==> config.mk <==
export PLATFORM = sky130hd
export DESIGN_NAME = core_regs
export DESIGN_NICKNAME = d
export VERILOG_FILES = /design/src/logic/core_regs_pkg.sv /design/src/logic/core_regs.sv
export SDC_FILE = /design/constraint.sdc
export NUM_CORES = 1
export LEC_CHECK = 0
export ABC_AREA = 1
export ABC_CLOCK_PERIOD_IN_PS = 2300
export BUFFER_PORTS_ARGS = -buffer_cell sky130_fd_sc_hd__buf_2
export CORE_ASPECT_RATIO = 1.25
export CORE_MARGIN = 8
export CORE_UTILIZATION = 35
export CTS_CLUSTER_DIAMETER = 80
export DETAILED_ROUTE_END_ITERATION = 8
export SLEW_MARGIN = 25
export SYNTH_ARGS = -nofsm -noshare
export SYNTH_HDL_FRONTEND = slang
export SYNTH_SLANG_ARGS = --single-unit
==> constraint.sdc <==
create_clock -name clk -period 2.3 [get_ports clk]
set_input_delay 0.115 -clock clk [delete_from_list [all_inputs] [get_ports clk]]
set_output_delay 0.115 -clock clk [all_outputs]
set_load 0.01 [all_outputs]
==> src/logic/core_regs_pkg.sv <==
// Constants and types for the core register, flag and return stack block
// Functional notes
// - Accumulator readable/writable at data address FFh
// - Pointer registers mapped at 80h and 81h
// - Short-direct registers mapped at 82h and 83h
// - Indirect mode uses selected pointer as address
// - Instruction address counter is twelve bits wide
// - Wider program space uses bank register, not counter
// - Counter sources: jump, relative, vector, pop, increment
// - Counter increments after each fetch
// - Relative branch sum formed in ALU, written back; here formed locally by rel_add and loaded directly
// - Three flag pairs; only active context's pair used
// - Interrupt entry switches pair; return restores previous
// - Flags kept across switches; only own context access
// - Carry: arithmetic carry, bit test copy, rotate left
// - Zero set when result equals zero
// - Reset starts in non-maskable context
// - Six twelve-bit stack levels, no stack pointer
// - Push shifts levels deeper, sixth level lost
// - Pop loads counter, deeper levels move up
// - Over six nestings the oldest address is lost
// - Return on empty stack continues sequentially
// - Reset clears stack, loads reset vector 0FFEh
// - Return from post-reset context enters normal context
package core_regs_pkg;
	localparam logic [7:0]  ADDR_POINTER_FIRST      = 8'h80;
	localparam logic [7:0]  ADDR_POINTER_SECOND     = 8'h81;
	localparam logic [7:0]  ADDR_SHORT_DIRECT_FIRST = 8'h82;
	localparam logic [7:0]  ADDR_SHORT_DIRECT_SECOND = 8'h83;
	localparam logic [7:0]  ADDR_ACCUMULATOR        = 8'hFF;
	localparam int          PC_WIDTH                = 12;
	localparam int          STACK_DEPTH             = 6;
	localparam logic [11:0] RESET_VECTOR            = 12'hFFE;
	localparam logic [7:0]  DATA_RESET              = 8'h00;
	localparam logic [2:0]  DEPTH_ZERO              = 3'h0;
	localparam logic [2:0]  DEPTH_FULL              = 3'h6;

	typedef enum logic [1:0] {
		CTX_NORMAL    = 2'b00,
		CTX_INTERRUPT = 2'b01,
		CTX_NMI       = 2'b11
	} context_t;

	typedef enum logic [2:0] {
		PC_NEXT     = 3'h0,
		PC_JUMP     = 3'h1,
		PC_CALL     = 3'h2,
		PC_RELATIVE = 3'h3,
		PC_INT      = 3'h4,
		PC_NMI      = 3'h5,
		PC_RETURN   = 3'h6,
		PC_IRETURN  = 3'h7
	} pc_op_t;

	typedef enum logic [2:0] {
		FLAG_NONE   = 3'h0,
		FLAG_ARITH  = 3'h1,
		FLAG_LOGIC  = 3'h2,
		FLAG_BITTST = 3'h3,
		FLAG_ROTATE = 3'h4
	} flag_op_t;
endpackage

==> src/logic/core_regs.sv <==
// Programmer-visible core registers, context flag pairs and return stack
`timescale 1ns/1ps
module core_regs
	import core_regs_pkg::*;
(
	// Clock and reset
	input  wire logic                clk,
	input  wire logic                rst_n,
	// Sequencer control
	input  wire logic                step,
	input  wire logic                fetch,
	input  wire pc_op_t              pc_op,
	input  wire logic [PC_WIDTH-1:0] target,
	input  wire logic [7:0]          rel_offset,
	input  wire logic [PC_WIDTH-1:0] vector,
	input  wire logic                pending_int,
	// ALU flag update
	input  wire flag_op_t            flag_op,
	input  wire logic [7:0]          alu_result,
	input  wire logic                alu_carry,
	input  wire logic                tested_bit,
	input  wire logic                rotate_msb,
	// Data-space access
	input  wire logic                data_wr,
	input  wire logic [7:0]          data_addr,
	input  wire logic [7:0]          data_wdata,
	input  wire logic                ptr_sel,
	// Program memory and data outputs
	output logic [PC_WIDTH-1:0]      instruction_address_counter,
	output logic [7:0]               data_rdata,
	output logic                     data_hit,
	output logic [7:0]               indirect_addr,
	output logic [7:0]               accumulator,
	// Flag and context state
	output logic                     carry_flag,
	output logic                     zero_flag,
	output context_t                 context_state,
	output logic [2:0]               stack_depth
);

	logic [7:0]          pointer_reg_first;
	logic [7:0]          pointer_reg_second;
	logic [7:0]          short_direct_reg_first;
	logic [7:0]          short_direct_reg_second;
	logic [PC_WIDTH-1:0] stack_level [STACK_DEPTH];
	logic [2:0]          depth;
	context_t            ctx_stack [STACK_DEPTH];
	logic                normal_carry_flag;
	logic                normal_zero_flag;
	logic                interrupt_carry_flag;
	logic                interrupt_zero_flag;
	logic                nonmaskable_carry_flag;
	logic                nonmaskable_zero_flag;
	logic                next_carry;
	logic                next_zero;
	logic                cur_carry;
	logic                cur_zero;
	logic                is_push;
	logic                is_pop;
	logic [PC_WIDTH-1:0] next_pc;
	logic [PC_WIDTH-1:0] rel_sum;
	context_t            next_ctx;

	// Signed offset added to counter by a local adder, not through the ALU
	function automatic logic [PC_WIDTH-1:0] rel_add(input logic [PC_WIDTH-1:0] pc,
			input logic [7:0] off);
		rel_add = pc + {{(PC_WIDTH-8){off[7]}}, off};
	endfunction

	function automatic logic [7:0] mapped_read(input logic [7:0] addr,
			input logic [7:0] x, input logic [7:0] y, input logic [7:0] v,
			input logic [7:0] w, input logic [7:0] a);
		unique case (addr)
			ADDR_POINTER_FIRST:       mapped_read = x;
			ADDR_POINTER_SECOND:      mapped_read = y;
			ADDR_SHORT_DIRECT_FIRST:  mapped_read = v;
			ADDR_SHORT_DIRECT_SECOND: mapped_read = w;
			ADDR_ACCUMULATOR:         mapped_read = a;
			default:                  mapped_read = DATA_RESET;
		endcase
	endfunction

	assign is_push = step && (pc_op == PC_CALL || pc_op == PC_INT || pc_op == PC_NMI);
	assign is_pop  = step && (pc_op == PC_RETURN || pc_op == PC_IRETURN);
	assign rel_sum = rel_add(instruction_address_counter, rel_offset);

	// Counter source select; bank switching is outside, counter stays 12 bits
	always_comb begin
		next_pc = instruction_address_counter;
		if (step) begin
			unique case (pc_op)
				PC_NEXT:     next_pc = fetch ? instruction_address_counter + 12'h001
				                             : instruction_address_counter;
				PC_JUMP,
				PC_CALL:     next_pc = target;
				PC_RELATIVE: next_pc = rel_sum;
				PC_INT,
				PC_NMI:      next_pc = vector;
				PC_RETURN,
				PC_IRETURN:  next_pc = (depth != DEPTH_ZERO) ? stack_level[0]
				                     : instruction_address_counter + 12'h001;
			endcase
		end
	end

	always_ff @(posedge clk or negedge rst_n) begin
		if (!rst_n) begin
			instruction_address_counter <= RESET_VECTOR;
		end else begin
			instruction_address_counter <= next_pc;
		end
	end

	// Return stack: shift register of six levels, no pointer
	always_ff @(posedge clk or negedge rst_n) begin
		if (!rst_n) begin
			for (int i = 0; i < STACK_DEPTH; i++) begin
				stack_level[i] <= '0;
				ctx_stack[i]   <= CTX_NORMAL;
			end
			depth <= DEPTH_ZERO;
		end else if (is_push) begin
			for (int i = STACK_DEPTH - 1; i > 0; i--) begin
				stack_level[i] <= stack_level[i-1];
				ctx_stack[i]   <= ctx_stack[i-1];
			end
			stack_level[0] <= (pc_op == PC_CALL) ? instruction_address_counter + 12'h001
			                                     : instruction_address_counter;
			ctx_stack[0]   <= context_state;
			if (depth != DEPTH_FULL) begin
				depth <= depth + 3'h1;
			end
		end else if (is_pop && depth != DEPTH_ZERO) begin
			for (int i = 0; i < STACK_DEPTH - 1; i++) begin
				stack_level[i] <= stack_level[i+1];
				ctx_stack[i]   <= ctx_stack[i+1];
			end
			depth <= depth - 3'h1;
		end
	end

	// Context tracking
	always_comb begin
		next_ctx = context_state;
		if (step) begin
			if (pc_op == PC_NMI) begin
				next_ctx = CTX_NMI;
			end else if (pc_op == PC_INT) begin
				next_ctx = CTX_INTERRUPT;
			end else if (pc_op == PC_IRETURN) begin
				// Empty stack: leaving post-reset context goes to normal mode
				next_ctx = (depth != DEPTH_ZERO) ? ctx_stack[0] : CTX_NORMAL;
			end
		end
	end

	always_ff @(posedge clk or negedge rst_n) begin
		if (!rst_n) begin
			context_state <= CTX_NMI;
		end else begin
			context_state <= next_ctx;
		end
	end

	// Active pair only; switching never clears a pair
	always_comb begin
		unique case (context_state)
			CTX_NORMAL:    begin cur_carry = normal_carry_flag;      cur_zero = normal_zero_flag;      end
			CTX_INTERRUPT: begin cur_carry = interrupt_carry_flag;   cur_zero = interrupt_zero_flag;   end
			default:       begin cur_carry = nonmaskable_carry_flag; cur_zero = nonmaskable_zero_flag; end
		endcase
		next_carry = cur_carry;
		next_zero  = cur_zero;
		unique case (flag_op)
			FLAG_ARITH:  begin
				next_carry = alu_carry;
				next_zero  = (alu_result == 8'h00);
			end
			FLAG_LOGIC:  next_zero  = (alu_result == 8'h00);
			FLAG_BITTST: next_carry = tested_bit;
			FLAG_ROTATE: begin
				next_carry = rotate_msb;
				next_zero  = (alu_result == 8'h00);
			end
			default:     ;
		endcase
	end

	always_ff @(posedge clk or negedge rst_n) begin
		if (!rst_n) begin
			normal_carry_flag      <= 1'b0;
			normal_zero_flag       <= 1'b0;
			interrupt_carry_flag   <= 1'b0;
			interrupt_zero_flag    <= 1'b0;
			nonmaskable_carry_flag <= 1'b0;
			nonmaskable_zero_flag  <= 1'b0;
		end else if (step) begin
			unique case (context_state)
				CTX_NORMAL: begin
					normal_carry_flag <= next_carry;
					normal_zero_flag  <= next_zero;
				end
				CTX_INTERRUPT: begin
					interrupt_carry_flag <= next_carry;
					interrupt_zero_flag  <= next_zero;
				end
				default: begin
					nonmaskable_carry_flag <= next_carry;
					nonmaskable_zero_flag  <= next_zero;
				end
			endcase
		end
	end

	// Data-space mapped registers
	always_ff @(posedge clk or negedge rst_n) begin
		if (!rst_n) begin
			pointer_reg_first       <= DATA_RESET;
			pointer_reg_second      <= DATA_RESET;
			short_direct_reg_first  <= DATA_RESET;
			short_direct_reg_second <= DATA_RESET;
			accumulator             <= DATA_RESET;
		end else if (data_wr) begin
			unique case (data_addr)
				ADDR_POINTER_FIRST:       pointer_reg_first       <= data_wdata;
				ADDR_POINTER_SECOND:      pointer_reg_second      <= data_wdata;
				ADDR_SHORT_DIRECT_FIRST:  short_direct_reg_first  <= data_wdata;
				ADDR_SHORT_DIRECT_SECOND: short_direct_reg_second <= data_wdata;
				ADDR_ACCUMULATOR:         accumulator             <= data_wdata;
				default:                  ;
			endcase
		end
	end

	always_ff @(posedge clk or negedge rst_n) begin
		if (!rst_n) begin
			data_rdata    <= DATA_RESET;
			data_hit      <= 1'b0;
			indirect_addr <= DATA_RESET;
			carry_flag    <= 1'b0;
			zero_flag     <= 1'b0;
			stack_depth   <= DEPTH_ZERO;
		end else begin
			data_rdata <= mapped_read(data_addr, pointer_reg_first, pointer_reg_second,
				short_direct_reg_first, short_direct_reg_second, accumulator);
			data_hit <= (data_addr[7:2] == ADDR_POINTER_FIRST[7:2])
				|| (data_addr == ADDR_ACCUMULATOR);
			indirect_addr <= ptr_sel ? pointer_reg_second : pointer_reg_first;
			carry_flag    <= cur_carry;
			zero_flag     <= cur_zero;
			stack_depth   <= depth;
		end
	end

endmodule

==> results of run 1 <==
logic make-up after synthesis:
logic type      after synthesis  synth area share (%)
buf+inv                     184                  8.80
compound gates              217                  16.3
simple gates                492                  23.4
flops                       169                  48.7
xor+xnor                      6                 0.603
fa+ha+maj                    14                  2.18
power by group through the flow:
stage               clock, mW  sequential [mW]  combinational (mW)
finish                   3.01             4.43                2.72
global route             3.21             4.55                3.13
CTS                      3.09             4.43                2.75
global placement            0             4.46                2.65
floorplan                   0             4.39                1.92
detailed placement          0             4.48                2.72
final cells by class:
cell class	count	area, um2	share of cell area, %
timing repair buffer	144	865	8.31
multi-input combinational	729	3700	35.6
clock inverter	14	178	1.71
sequential	169	4250	40.8
inverter	148	561	5.39
clock buffer	18	439	4.22
tap	330	413	3.97
stage by stage:
step / hold WS [ns] / instances / util (%)
after floorplan: -0.181 / 1082 / -
after global placement: 0.127 / 1510 / 39.5
after detailed placement: 0.138 / 1510 / 39.5
after CTS: 0.00208 / 1552 / 42.5
after global routing: 0.0104 / 1552 / 42.5
final: 0.0192 / 1552 / 42.5
per-layer routing:
| layer | global-route usage (%) | up-vias | part of all wire [%] |
|---|---|---|---|
| met5 | 0 | - | 0 |
| met4 | 5.54 | 0 | 1.8 |
| met3 | 3.41 | 27 | 4.8 |
| met2 | 25.1 | 167 | 48 |
| met1 | 18.3 | 3433 | 45 |
| li1 | - | 3824 | - |
tightest hold or removal path, stage by stage:
cell and delay (ns):
buf_2 0.07, inv_1 0.09, o21ai_2 0.14
sequential cells by signal, indices dropped and copies added (netlist names), 2 cells and up:
name	flops
stack_level	72
ctx_stack	12
instruction_address_counter	12
accumulator	8
data_rdata	8
indirect_addr	8
pointer_reg_first	8
pointer_reg_second	8
short_direct_reg_first	8
short_direct_reg_second	8
depth	3
stack_depth	3
context_state	2
repair_timing:
| action | 4_1_cts | 5_1_grt |
|---|---|---|
| hold buffers | 10 | 0 |
| resized for setup | 0 | 0 |
| hold endpoints to repair | 59 | 0 |
cell usage after synthesis, types with 4 or more instances:
| master | number |
|---|---|
| a21oi_1 | 33 |
| buf_2 | 18 |
| buf_6 | 5 |
| clkbuf_1 | 10 |
| dfrtp_1 | 156 |
| dfstp_2 | 13 |
| ha_1 | 12 |
| inv_1 | 140 |
| inv_2 | 4 |
| nand2_1 | 347 |
| nand2_2 | 7 |
| nand3_1 | 48 |
| nand4_1 | 10 |
| nor2_1 | 56 |
| nor3_1 | 9 |
| o211ai_1 | 11 |
| o21ai_0 | 93 |
| o21ai_2 | 9 |
| o221ai_1 | 40 |
| o221ai_2 | 7 |
| o22ai_1 | 10 |
| xnor2_1 | 4 |
placed cells by master, fill, tap and decap left out, drive strengths merged, types with 2 or more instances in the layout:
cell type	count
o21a	3
inv	154
clkbuf	18
nor3	10
nor2	58
nand3	48
bufinv	2
clkinvlp	2
o21ai	102
o221ai	47
a21oi	34
o211ai	11
nand4	10
fa	2
a22oi	2
dfrtp	156
o21bai	2
nand2	356
or2	2
clkinv	4
dlygate4sd3	10
nand3b	2
ha	12
xnor2	4
dfstp	13
nor4	4
buf	134
o2111ai	2
o22ai	10
xor2	2
worst max-delay path by stage:
stage | end | startpoint
floorplan | depth[2] | pc_op[0]
global placement | instruction_address_counter[10] | instruction_address_counter[1]
detailed placement | instruction_address_counter[10] | instruction_address_counter[1]
CTS | instruction_address_counter[10] | instruction_address_counter[1]
global route | stack_level[60] | depth[1]
finish | instruction_address_counter[10] | instruction_address_counter[1]
==> impl_metrics.toml, run 1 <==
[detailed_routing]
routedWlPerCell_um = 14.1
drc = 0
viasPerCell = 4.80
ant_nets = 0
drt_wl_total_um = 21900
drtIter0Drc = 423
vias = 7451
drt_pass1_iterations = 5

[worst_setup_path]
rrSetupSlack_ns = 0.31
rr_endpoint = "instruction_address_counter[10]"
critical_path_class = "reg -> reg"
slowest_stage = "dfstp_2"
cp-start-kind = "flop"
cpPeakStageDelay_ns = 0.61
path_delay_family = "simple AND/OR/NAND/NOR gates"
crit_chain = "ha_1 -> nand2_1 -> nor2_1 -> nand2_1 -> o21bai_1 -> and2_1 -> nor2_1 -> nor2_1 -> nand2_1 -> nand2_1"
worstPathMaxFanout = 7
worstPathRequired_ns = 2.68
critPathCaptureType = "flop"
r2r-start = "instruction_address_counter[1]"
cpMostUsedCell = "nand2_1"
cp_num_buf_inv = 0
reg2reg_depth = 10
cp.depth = 10
cp.arrival_ns = 2.37

[sta]
timing.fmax_mhz = 504
min_period_ns = 1.99
worst-slew-pin-transition_ns = 0.576
drv_slew = 0
hold_violations = 0
finalCritPeriodShare_pct = 86.3
fin_ws_ns = 0.315
rsz0062_at_grt = "no"
slew_headroom_pct = 61.6
final.setup_skew_ns = 0.00831
setup_viol = 0
setup_tns_ns = 0

[yosys]
synth_enable_flop_cells = 0
synth_area_um2 = 8720
ys_types = 47
ys_ff_latch = 169
syn_nets = 1168
yosysSeqAreaShare_pct = 48.7
async_reset_ff_share_pct = 100
avgSynthCellArea_um2 = 8.06
synth_largest_area_cell = "dfrtp_1"
synth_top_area_share_pct = 44.8
yosys_warnings = 0
syn-instance-count = 1082
synth_area_leaders = "dfrtp_1, nand2_1, inv_1"
synth_ff_type = "dfrtp_1"

[die]
die_h_um = 192
pin_count = 116
die_area_um2 = 30200
start_util_pct = 35.6
die-width_um = 157
fp.coreArea_um2 = 24500
rows = 64

[finish]
syn_to_final_growth_pct = 19.4
antenna_cells = 0
drive_gt1_share_pct = 17.7
final_nets = 1295
fill_cells = 2447
finish.instance_area_um2 = 10400

[power]
p_total_mw = 10.2
p_int_mw = 6.63
power_frac_seq_pct = 43.6
p_sw_share_pct = 34.7
p_comb_share_pct = 26.8
peakVddDrop_uv = 530
powerDensity_nw_per_um2 = 977
clock_power_share_pct = 29.6
p_sw_mw = 3.53
p_leak_nw = 5.11

[min_path]
min_from = "data_wdata[7]"
holdPathEnd = "short_direct_reg_first[7]"
hold_class = "in -> reg"
worstHoldPathCells = 3

[global_route]
grt_pass1_vias = 7343
grt_pass1_wl_um = 36300
grt_overflow = 0
grtUsageTotal_pct = 14.9
grt_max_degree = 59
antenna_found_initial = 0

[placed_design]
placed_cell_area_um2 = 9690
io_buffers = 114
dp_hpwl_um = 15800
place.gp.congestion = 0.885
dp_slack_ns = 0.329

[clocking]
cts_tree = "built"
cts_root_buf = "clkbuf_16"
clkSlewWorstSetupHoldPaths_ns = 0.07
htree_levels = 4
post-cts-setup-buffers = 0
cts_max_path_buffers = 2
numCtsBuffers = 17
cts_sinks = 169
clkLatencyLatePin_ns = 0.43

[status]
run_status = "complete, no violations"

[flow_run]
cap_violations = 0
Power figures use the tool's default switching activity.
==> run 2, diff against run 1 <==
Settings changed: PLACE_DENSITY set to 0.53.
==> impl_metrics.toml, run 2 (synthesis gave the netlist of run 1 again) <==
[detailed_routing]
drt_wl_total_um = 22700
drt_pass1_iterations = 5
ant_nets = 0
drtIter0Drc = 406
vias = 7441
viasPerCell = 4.79
routedWlPerCell_um = 14.6
drc = 0

[power]
p_sw_mw = 3.43
p_sw_share_pct = 33.9
power_frac_seq_pct = 43.9
powerDensity_nw_per_um2 = 973
clock_power_share_pct = 29.4
p_comb_share_pct = 26.7
peakVddDrop_uv = 532
p_leak_nw = 5.11
p_int_mw = 6.70

[die]
pin_count = 116
die_area_um2 = 30200
die-width_um = 157
fp.coreArea_um2 = 24500
die_h_um = 192
start_util_pct = 35.6
rows = 64

[worst_setup_path]
critical_path_class = "reg -> reg"
cp-start-kind = "flop"
worstPathMaxFanout = 7
cp.arrival_ns = 2.42
worstPathRequired_ns = 2.67
reg2reg_depth = 10
critPathCaptureType = "flop"

[global_route]
grt_pass1_vias = 7527
use_met3_pct = 3.27
grt_use_met2_pct = 25.9
grt_max_degree = 60
busiest_layer = "met2"
grt_use_met1_pct = 19.9
grt_pass1_wl_um = 37900
antenna_found_initial = 0
grt_overflow = 0
grtUsageTotal_pct = 15.7

[sta]
timing.fmax_mhz = 488
hold_violations = 0
setup_viol = 0
slew_headroom_pct = 60.5
drv_slew = 0
rsz0062_at_grt = "no"
min_period_ns = 2.05
worst-slew-pin-transition_ns = 0.591
setup_tns_ns = 0
final.setup_skew_ns = 0.00863
finalCritPeriodShare_pct = 89.0

[clocking]
cts_max_path_buffers = 2
htree_levels = 4
cts_sinks = 169
cts_tree = "built"
numCtsBuffers = 17
clkSlewWorstSetupHoldPaths_ns = 0.07
cts_root_buf = "clkbuf_16"
clkLatencyLatePin_ns = 0.44
post-cts-setup-buffers = 0

[finish]
fill_cells = 2503
final_nets = 1297
largest-register = "stack_level"
syn_to_final_growth_pct = 19.6
fin_cells = 1554
largest_reg_flops = 72
final_common_cell = "nand2_1"
reg.largest.list = "stack_level x72, ctx_stack x12, instruction_address_counter x12"
drive_gt1_share_pct = 17.2
final_cell_mix = "nand2_1, dfrtp_1, inv_1"
antenna_cells = 0

[placed_design]
io_buffers = 114
place.gp.congestion = 0.851
dp_hpwl_um = 16400
placed_cells_incl_taps = 1507

[min_path]
hold_class = "in -> reg"
worstHoldPathCells = 3

[flow_run]
cap_violations = 0

[status]
run_status = "complete, no violations"
[run 2: timing repair]
item                                    4_1_cts  5_1_grt
resized for setup                             0        0
endpoints found under the hold margin       103        0
hold buffers                                 15        0
endpoints found under the setup margin        0        0
[run 2: path summary, 6_finish.rpt]
check	end	start	slack, ns
max	instruction_address_counter[10]	instruction_address_counter[1]	0.25
min	short_direct_reg_first[7]	data_wdata[7]	0.02
max reg2reg	instruction_address_counter[10]	instruction_address_counter[1]	0.25
min reg2reg	stack_depth[0]	depth[0]	0.45
max in group asynchronous	instruction_address_counter[10]	rst_n	1.32
min in group asynchronous	data_hit	rst_n	0.18
[run 2: power groups by stage]
stage / registers [mW] / logic, mW / clock network (mW)
floorplan: 4.39 / 1.92 / 0
finish: 4.45 / 2.71 / 2.98
CTS: 4.45 / 2.75 / 3.08
global route: 4.57 / 3.13 / 3.19
detailed placement: 4.50 / 2.72 / 0
global placement: 4.48 / 2.67 / 0
[run 2: per-layer routing]
metal	share of wire, %	wire length, um
met1	46	10400
met5	0	0
met2	48	10900
met3	4.4	999
met4	1.9	425
[run 2: metrics by stage]
step	area (um2)	utilization, %	hold WS (ns)	setup WS (ns)	total power, mW
floorplan	8720	-	-0.181	0.530	6.32
global placement	9670	39.4	0.0631	0.314	7.15
detailed placement	9670	39.4	0.0632	0.284	7.21
CTS	10400	42.5	0.00513	0.260	10.3
global route	10400	42.5	0.0435	0.0639	10.9
finish	10400	42.5	0.0209	0.253	10.1
[run 2: worst max-delay path, cell delays in order (launching register included)]
cell	delay, ns
dfstp_2	0.62
ha_1	0.21
nand2_1	0.09
nor2_1	0.30
nand2_1	0.17
o21bai_1	0.19
and2_1	0.17
nor2_1	0.04
nor2_1	0.09
nand2_1	0.06
nand2_1	0.05
[run 2: cell type report]
class | instances | area [um2] | share of cell area [%]
Sequential cell | 169 | 4250 | 40.7
Tap cell | 330 | 413 | 3.96
Timing Repair Buffer | 146 | 892 | 8.56
Clock inverter | 12 | 160 | 1.54
Inverter | 148 | 561 | 5.38
Clock buffer | 20 | 447 | 4.29
Multi-Input combinational cell | 729 | 3700 | 35.5
